[config.mk]
export PLATFORM = sky130hd
export DESIGN_NAME = switch_fault_protection
export DESIGN_NICKNAME = d
export VERILOG_FILES = /design/src/prot_pkg.sv /design/src/switch_fault_protection.sv /design/src/sync2.sv
export SDC_FILE = /design/constraint.sdc
export NUM_CORES = 1
export LEC_CHECK = 0
export BUFFER_PORTS_ARGS = -buffer_cell sky130_fd_sc_hd__buf_2
export CAP_MARGIN = 5
export CELL_PAD_IN_SITES_DETAIL_PLACEMENT = 0
export CELL_PAD_IN_SITES_GLOBAL_PLACEMENT = 1
export CORE_MARGIN = 1.5
export CORE_UTILIZATION = 51
export CTS_BUF_LIST = sky130_fd_sc_hd__clkbuf_4 sky130_fd_sc_hd__clkbuf_8
export DETAILED_ROUTE_END_ITERATION = 8
export PLACE_DENSITY_LB_ADDON = 0.1
export RECOVER_POWER = 25
export SETUP_SLACK_MARGIN = 0.1
export SLEW_MARGIN = 20
export SYNTH_ARGS = -nofsm -noshare
export SYNTH_HDL_FRONTEND = slang
export SYNTH_HIERARCHICAL = 1
export SYNTH_SLANG_ARGS = --single-unit
[constraint.sdc]
create_clock -name SYS_CLK -period 11.4 [get_ports SYS_CLK]
set_input_delay 0.57 -clock SYS_CLK [delete_from_list [all_inputs] [get_ports SYS_CLK]]
set_output_delay 0.57 -clock SYS_CLK [all_outputs]
set_load 0.01 [all_outputs]
[src/prot_pkg.sv]
/*
 * shared types and constants for the two-channel switch protection logic.
 * assumes a single 100 MHz clock and comparator results that are already
 * digital levels, possibly asynchronous to that clock.
 */
package prot_pkg;
    localparam int NUM_CH      = 2;
    localparam int DUR_W       = 16;
    localparam int RETRY_W     = 4;
    localparam int CLK_MHZ     = 100;
    // switch-mode detector: an off edge within this time of the last one means modulation
    localparam int SWITCH_GAP_US   = 100;
    localparam int SWITCH_GAP_CYC  = SWITCH_GAP_US * CLK_MHZ;
    // cycles after the drive rises in which a short still counts as found at turn-on
    localparam int SHORT_WIN_CYC   = 5;
    localparam logic [1:0] SYNC_RESET = 2'h0;
    localparam logic [RETRY_W-1:0] RETRY_RESET = 4'h0;
    localparam logic [DUR_W-1:0]   DUR_RESET   = 16'h0000;

    // per-channel settings from software
    typedef struct packed {
        logic              load_profile_select;   // 0 lighting, 1 motor
        logic              retry_enable;
        logic [RETRY_W-1:0] retry_limit;
        logic [DUR_W-1:0]  window_width;          // overcurrent window width in cycles
        logic              delatch;               // one-cycle request
        logic              channel_drive_request; // hson level
    } ch_cfg_t;

    // per-channel analog comparator results
    typedef struct packed {
        logic over_thresh;   // above active threshold of the profile
        logic above_lower;   // above lower overcurrent level
        logic short_detect;
    } ch_cmp_t;

    typedef struct packed {
        logic current_trip;
        logic short_trip;
        logic drive_on;
        logic window_active;
    } ch_stat_t;
endpackage

[src/switch_fault_protection.sv]
/*
 * fault latching and overcurrent profile logic for two high-side channels.
 * assumes comparator levels from the analog stage, software strobes from
 * the serial port logic, and one clock with an active-low async reset.
 */
// How it works
// - overcurrent turns the channel off, sets current_trip, pulls fault_flag_n low.
// - overcurrent is a threshold crossing or a motor-mode window held longer than its width.
// - while any window is active, sense is blanked and sense_valid_strobe_n stays high.
// - load_profile_select 0 picks lighting profile, 1 picks motor profile, per channel.
// - lighting restarts profile each turn-on; switch mode starts it only once.
// - motor mode opens its window when current exceeds the lower level.
// - with auto-retry, overcurrent latches only after all retries are spent.
// - sub-100% duty at modulation rate counts as switch mode.
// - switch mode counts only on-time in the window; window closes when over width.
// - delatch clears the counter; lighting auto-retry clears it too, motor not.
// - motor mode clears the counter at turn-off after a clean on-period.
// - in switch mode modulation never clears the counter; only delatch or lighting auto-retry does.
// - severe short at turn-on: off at once, short_trip; auto-retry with fault high while budget lasts, else fault low, latch.
// - supply-high with check on turns both off, fault low, sets supply_high_fault.
// - supply_high_fault clears on device_status_reg read once condition is gone.
// - with supply_high_check_off, only the warning flag is set.
// - supply-low turns both off, fault low, sets supply_low_fault.
// - supply-low clearing with request off releases fault; flag waits for turn-on.
// - with request on, channel returns after delatch, reset, request going off, or auto-retry; read clears flag.
// - auto-retry resumes as soon as supply-low disappears.
// - supply flags and settings are kept; overtemp reported only above supply-low.
// - latched faults clear on reset, logic-supply failure or read after delatch.
module switch_fault_protection
    import prot_pkg::*;
(
    input  wire logic                   SYS_CLK,
    input  wire logic                   RESETN,
    input  prot_pkg::ch_cfg_t           CH_CFG [prot_pkg::NUM_CH],
    input  wire logic [prot_pkg::NUM_CH-1:0] CMP_OVER_THRESH,
    input  wire logic [prot_pkg::NUM_CH-1:0] CMP_ABOVE_LOWER,
    input  wire logic [prot_pkg::NUM_CH-1:0] CMP_SHORT,
    input  wire logic                   CMP_SUPPLY_HIGH,
    input  wire logic                   CMP_SUPPLY_LOW,
    input  wire logic                   CMP_OVERTEMP,
    input  wire logic                   LOGIC_SUPPLY_FAIL,
    input  wire logic                   SUPPLY_HIGH_CHECK_OFF,
    input  wire logic                   STATUS_READ,
    input  wire logic                   FAULT_READ,
    output prot_pkg::ch_stat_t          CH_STAT [prot_pkg::NUM_CH],
    output logic                        SUPPLY_HIGH_FAULT,
    output logic                        SUPPLY_LOW_FAULT,
    output logic                        OVERTEMP_FAULT,
    output logic                        FAULT_FLAG_N,
    output logic                        SENSE_VALID_STROBE_N,
    output logic                        SENSE_BLANK
);
    typedef struct packed {
        logic [DUR_W-1:0]   dur;
        logic [RETRY_W-1:0] retries;
        logic [15:0]        gap;
        logic [2:0]         since_on;
        logic               on_prev;
        logic               oc_latched;
        logic               sc_latched;
        logic               lock_out;
        logic               profile_armed;
        logic               switch_mode;
        logic               clean_on;
        logic               window;
        logic               current_trip;
        logic               short_trip;
        logic               drive;
    } ch_state_t;

    typedef struct packed {
        ch_state_t [NUM_CH-1:0] ch;
        logic                   sh_flag;
        logic                   sl_flag;
        logic                   sl_hold_on;
        logic                   ot_flag;
        logic                   sl_prev;
    } state_t;

    localparam int NSYNC = 3 * NUM_CH + 4;

    state_t state;
    state_t next_state;
    logic   rst_meta;
    logic   rst_n;
    logic [NSYNC-1:0] raw;
    logic [NSYNC-1:0] sy;
    logic [NUM_CH-1:0] over_s;
    logic [NUM_CH-1:0] lower_s;
    logic [NUM_CH-1:0] short_s;
    logic   sup_high;
    logic   sup_low;
    logic   overtemp;
    logic   vdd_fail;

    // reset release through two flops
    always_ff @(posedge SYS_CLK or negedge RESETN) begin
        if (!RESETN) begin
            rst_meta <= 1'b0;
            rst_n    <= 1'b0;
        end else begin
            rst_meta <= 1'b1;
            rst_n    <= rst_meta;
        end
    end

    assign raw = {CMP_OVER_THRESH, CMP_ABOVE_LOWER, CMP_SHORT,
                  CMP_SUPPLY_HIGH, CMP_SUPPLY_LOW, CMP_OVERTEMP, LOGIC_SUPPLY_FAIL};

    sync2 #(.W(NSYNC)) u_sync (
        .clk   (SYS_CLK),
        .rst_n (rst_n),
        .d     (raw),
        .q     (sy)
    );

    assign over_s   = sy[NSYNC-1 -: NUM_CH];
    assign lower_s  = sy[NSYNC-1-NUM_CH -: NUM_CH];
    assign short_s  = sy[NSYNC-1-2*NUM_CH -: NUM_CH];
    assign sup_high = sy[3];
    assign sup_low  = sy[2];
    assign overtemp = sy[1];
    assign vdd_fail = sy[0];

    always_comb begin
        logic      global_off;
        logic      any_on;
        logic      turn_on;
        logic      turn_off;
        logic      oc_now;
        logic      motor;
        logic      sl_gone;
        logic      short_on;
        ch_state_t c;
        next_state = state;
        global_off = sup_low || (sup_high && !SUPPLY_HIGH_CHECK_OFF);
        any_on     = 1'b0;
        turn_on    = 1'b0;
        turn_off   = 1'b0;
        oc_now     = 1'b0;
        motor      = 1'b0;
        sl_gone    = state.sl_prev && !sup_low;
        short_on   = 1'b0;
        c          = '0;
        next_state.sl_prev = sup_low;

        for (int i = 0; i < NUM_CH; i++) begin
            c     = state.ch[i];
            motor = CH_CFG[i].load_profile_select;
            turn_on  = CH_CFG[i].channel_drive_request && !c.on_prev;
            turn_off = !CH_CFG[i].channel_drive_request && c.on_prev;
            c.on_prev = CH_CFG[i].channel_drive_request;
            // the synchronised short arrives a few cycles after the drive rises,
            // so a short window after turn-on stands in for the turn-on instant
            short_on = short_s[i] && c.drive
                       && (c.since_on < 3'(SHORT_WIN_CYC));

            // switch-mode detect: request falls again soon after the previous fall
            if (turn_off) begin
                c.switch_mode = (c.gap != 16'h0000);
                c.gap = 16'(SWITCH_GAP_CYC);
            end else if (c.gap != 16'h0000) begin
                c.gap = c.gap - 16'h0001;
            end else if (CH_CFG[i].channel_drive_request) begin
                c.switch_mode = 1'b0;
            end

            // lock out after supply-low while request is held on
            if (sup_low && CH_CFG[i].channel_drive_request) begin
                c.lock_out = 1'b1;
            end
            if (!CH_CFG[i].channel_drive_request && !sup_low) begin
                c.lock_out = 1'b0;
            end

            if (CH_CFG[i].delatch) begin
                c.dur        = DUR_RESET;
                c.oc_latched = 1'b0;
                c.sc_latched = 1'b0;
                c.lock_out   = 1'b0;
                c.retries    = RETRY_RESET;
                c.profile_armed = 1'b0;
            end

            // window opening
            if (motor) begin
                c.window = lower_s[i] && c.drive;
            end else if (turn_on && !(c.switch_mode && c.profile_armed)) begin
                c.window        = 1'b1;
                c.profile_armed = 1'b1;
                if (!c.switch_mode) begin
                    c.dur = DUR_RESET;
                end
            end

            // duration counting only while driven
            if (c.window && c.drive) begin
                c.dur = c.dur + 16'h0001;
            end
            if (!motor && c.window && c.dur > CH_CFG[i].window_width && !over_s[i]) begin
                c.window = 1'b0;
            end
            if (c.drive && (over_s[i] || (c.window && c.dur > CH_CFG[i].window_width))) begin
                oc_now = 1'b1;
            end else begin
                oc_now = 1'b0;
            end
            if (motor && c.window && oc_now) begin
                c.clean_on = 1'b0;
            end else if (turn_on) begin
                c.clean_on = 1'b1;
            end
            if (motor && turn_off && c.clean_on && !c.switch_mode) begin
                c.dur = DUR_RESET;
            end

            if (oc_now) begin
                c.current_trip = 1'b1;
            end
            if (short_on) begin
                c.short_trip = 1'b1;
            end

            // auto-retry budget; lighting retry restarts the counter
            if ((oc_now || short_on) && !c.oc_latched) begin
                if (CH_CFG[i].retry_enable && c.retries < CH_CFG[i].retry_limit) begin
                    c.retries = c.retries + 4'h1;
                    if (!motor) begin
                        c.dur = DUR_RESET;
                    end
                end else begin
                    c.oc_latched = 1'b1;
                end
                if (short_on) begin
                    c.sc_latched = !CH_CFG[i].retry_enable || c.oc_latched;
                end
            end
            if (sl_gone && CH_CFG[i].retry_enable) begin
                c.lock_out = 1'b0;
            end

            // fault bits clear on read once the cause is gone and delatched
            if (FAULT_READ && !c.oc_latched && !c.sc_latched && !oc_now) begin
                c.current_trip = 1'b0;
                c.short_trip   = 1'b0;
            end
            if (vdd_fail) begin
                c.current_trip = 1'b0;
                c.short_trip   = 1'b0;
                c.oc_latched   = 1'b0;
                c.sc_latched   = 1'b0;
            end

            c.drive = CH_CFG[i].channel_drive_request && !global_off && !c.lock_out
                      && !c.oc_latched && !c.sc_latched && !oc_now
                      && !short_on;
            // cycles since the drive rose, saturating
            if (!c.drive) begin
                c.since_on = 3'h0;
            end else if (c.since_on != 3'h7) begin
                c.since_on = c.since_on + 3'h1;
            end
            if (CH_CFG[i].channel_drive_request && c.drive) begin
                any_on = 1'b1;
            end
            next_state.ch[i] = c;
        end

        // supply-high flag, set wins over clear
        if (sup_high) begin
            next_state.sh_flag = 1'b1;
        end else if (STATUS_READ || vdd_fail) begin
            next_state.sh_flag = 1'b0;
        end

        // supply-low flag
        if (sup_low) begin
            next_state.sl_flag    = 1'b1;
            next_state.sl_hold_on = 1'b0;
        end else begin
            if (sl_gone) begin
                next_state.sl_hold_on = 1'b1;
                for (int i = 0; i < NUM_CH; i++) begin
                    if (CH_CFG[i].channel_drive_request) begin
                        next_state.sl_hold_on = 1'b0;
                    end
                end
            end
            if (state.sl_hold_on && any_on) begin
                next_state.sl_flag    = 1'b0;
                next_state.sl_hold_on = 1'b0;
            end else if ((STATUS_READ && !state.sl_hold_on) || vdd_fail) begin
                next_state.sl_flag = 1'b0;
            end
        end

        // overtemp reported only when supply is above the low threshold
        if (overtemp && !sup_low) begin
            next_state.ot_flag = 1'b1;
        end else if ((FAULT_READ && !overtemp) || vdd_fail) begin
            next_state.ot_flag = 1'b0;
        end
    end

    always_ff @(posedge SYS_CLK or negedge rst_n) begin
        if (!rst_n) begin
            state <= '0;
        end else begin
            state <= next_state;
        end
    end

    always_comb begin
        logic blank;
        logic fault;
        blank = 1'b0;
        fault = 1'b0;
        for (int i = 0; i < NUM_CH; i++) begin
            CH_STAT[i].current_trip  = state.ch[i].current_trip;
            CH_STAT[i].short_trip    = state.ch[i].short_trip;
            CH_STAT[i].drive_on      = state.ch[i].drive;
            CH_STAT[i].window_active = state.ch[i].window;
            blank = blank | state.ch[i].window;
            fault = fault | state.ch[i].oc_latched | state.ch[i].sc_latched
                    | (state.ch[i].current_trip & state.ch[i].on_prev & ~state.ch[i].drive);
        end
        fault = fault | state.sl_prev | (state.sh_flag & ~SUPPLY_HIGH_CHECK_OFF & sup_high)
                | state.ot_flag;
        SENSE_BLANK          = blank;
        SENSE_VALID_STROBE_N = blank;
        FAULT_FLAG_N         = ~fault;
        SUPPLY_HIGH_FAULT    = state.sh_flag;
        SUPPLY_LOW_FAULT     = state.sl_flag;
        OVERTEMP_FAULT       = state.ot_flag;
    end
endmodule

[src/sync2.sv]
/*
 * two-flop synchroniser for a bus of independent levels.
 * assumes each bit is a slowly changing level from another domain.
 */
module sync2 #(
    parameter int W = 1
) (
    input  wire logic         clk,
    input  wire logic         rst_n,
    input  wire logic [W-1:0] d,
    output logic      [W-1:0] q
);
    logic [W-1:0] stage1;

    always_ff @(posedge clk or negedge rst_n) begin
        if (!rst_n) begin
            stage1 <= '0;
            q      <= '0;
        end else begin
            stage1 <= d;
            q      <= stage1;
        end
    end
endmodule
==> impl_metrics.ini <==
[status]
status = finished with violations
violations = max-capacitance violations, max-slew violations

[pwr]
p_int_uw = 756
finalPower_mw = 1.07
comb_power_share_pct = 13.8
switchingPower_uw = 318
powerDensity_mw_per_mm2 = 133
leakage_nw = 3.73
seq_power_share_pct = 49.8
switching_share_pct = 29.6
ir_worst_vdd_mv = 0.135
power_frac_clock_pct = 36.4

[grt]
grt_antenna_before_repair = 0
grt_pass1_wl_mm = 27.4
overflow = 0
grt_start_max_net_pins = 81
grt_use_total_pct = 23.6
grt_pass1_vias = 5689

[floorplanning]
coreArea_mm2 = 0.0138
die_h_um = 122
rows = 43
die_x_um = 122
initial_core_util_pct = 52.1
design.die.area_mm2 = 0.0148
io_pins = 77

[route]
drt_iter0_drc = 374
drt_first_pass_iters = 5
vias = 5753
drcViolationCount = 0
via_per_inst = 5.56
drtAntennaViolNets = 0
drt_wl_total_mm = 16.2
wire_per_inst_um = 15.6

[place]
place_inst = 1002
io_buffers = 76
dp_hpwl_mm = 11.8
pre_cts_slack_ns = 6.48
dpl_cell_area_mm2 = 0.00769
gp_congestion = 0.848

[min_path]
min_from = CMP_ABOVE_LOWER[0]
holdPathEnd = u_sync/stage1[6]
hold_path_class = in -> reg
hold_path_depth = 1

[clocking]
post_cts_resized = 0
clockRootBuffer = clkbuf_8
cts_tree = built
cts_max_level = 4
cts.sinks = 127
clk_pin_slew_worst_paths_ns = 0.08
cts_setup_buffers = 0
clk_path_buf_depth = 2
insertion_delay_ns = 0.45
hold_buffers = 1
cts_buffers = 17

[sta]
hold_viol_final = 0
period_minus_slack_ns = 5.00
slew_headroom_pct = -19.6
fin_crit_sh_pct = 43.8
slew_viol_final = 47
grt_setup_unrepaired = no
setup_ws_ns = 6.40
fin_worst_skew_ns = 0.0170
holdWs_ns = 0.228
fmax_mhz = 200
setup_viol = 0
tightest_slew_ns = 1.79
final.setup.tns_ns = 0

[worst_setup_path]
crit_chain = nor4_2, nand4_2, a31oi_2, buf_4, nor2_1, ha_1, and2_1, nand2_1, xor2_1, nor2_1, ha_1, nand4_1, nor4_1, o221ai_1, nand3_1, nor3_1, a31o_2, nor3_1
r2r-start = state[25]
cp_max_fo = 30
cp.required_ns = 11.75
reg2reg_slack_ns = 6.40
end_kind = register
crit_family = simple AND/OR/NAND/NOR gates
slowest_stage = nor4_1
critPathLaunchType = register
timing.rr.end = state[48]
path_buf_inv = 1
reg2reg_depth = 18
path_class = reg -> reg
slowest_delay_ns = 0.49
cp.arrival_ns = 5.35

[finish]
final_util_pct = 58.6
layout_commonest_cell = dfrtp_1
area_delta_synth_final_pct = 12.4
antenna_cells = 0
nNetsFinal = 955
final_cell_mix = dfrtp_1, nor2_1, buf_2, inv_1
drive_gt1_share_pct = 15.3
final_cells = 1035
finalInstanceArea_mm2 = 0.00810

[job]
timing.max_cap.violations = 1

[synth]
ys_seq_elements = 127
synth_edf_count = 0
synth_nets = 884
syn_inst = 771
syn-mean-instance-area_um2 = 9.34
synthFlopType = dfrtp_1
synth_top_area_share_pct = 44.1
ys_types = 67
synth_area_leaders = dfrtp_1, ha_1, nor2_1, xnor2_1, nor3_1
synth_top_area_cell = dfrtp_1
synthArstFlopShare_pct = 100
ys.warnings.count = 6
synth_area_mm2 = 0.00720
synth.yosys.seq_area_share_pct = 44.1
-- power by group through the flow --
stage	sequential [mW]	combinational (mW)	clock, mW
finish	0.535	0.148	0.391
global route	0.542	0.168	0.422
CTS	0.534	0.149	0.400
detailed placement	0.543	0.147	0
global placement	0.540	0.143	0
floorplan	0.535	0.107	0
-- registers in the layout, indices dropped and copies added (netlist names) --
register	flops
rst_meta	1
SUPPLY_LOW_FAULT	1
CH_STAT	8
OVERTEMP_FAULT	1
SUPPLY_HIGH_FAULT	1
state	94
rst_n	1
u_sync/stage1	10
u_sync/q	10
-- per-layer routing --
metal	wire length (um)	share of wire (%)	track usage, %
met3	779	4.8	4.92
met4	195	1.2	7.65
met2	7360	46	35.5
met5	0	0	0
met1	7830	48	34.0
-- cell families (layout without fill, tap and decap cells) --
group	after synthesis	in the layout	share of synthesized area, %
simple gates	321	321	23.0
flops	127	127	44.1
compound gates	113	113	10.2
buf+inv	91	175	5.37
xor+xnor	59	59	7.17
fa+ha+maj	50	50	8.68
mux	9	9	1.37
other cells	1	1	0.0521
-- synthesized netlist by cell type, types with 9 or more instances --
cell      count
dfrtp_1     127
nor2_1       89
inv_1        63
ha_1         50
nor3_1       50
nand2_1      43
xnor2_1      37
a21oi_1      31
nand3_1      28
o21ai_0      26
nor2b_1      22
xor2_1       22
nand4_1      17
nor4_1       15
clkbuf_1     14
nand2b_1     11
buf_4         9
-- final cells by class --
class                   instances  area [um2]
well taps                     180         225
inverters                      63         236
fillers                      1223        5730
multi-input cells             553        3650
flip-flops and latches        127        3180
clock inverters                13         143
clock buffers                  19         255
repair buffers                 80         413
-- how the worst max path moves through the flow --
stage | start | to | cells after the start
final | state[25] | state[48] | 18
after global routing | state[22] | state[48] | 18
after CTS | state[25] | state[54] | 18
after detailed placement | state[25] | state[48] | 17
after global placement | state[22] | state[49] | 18
after floorplan | state[22] | state[47] | 19
Power figures use the tool's default switching activity.
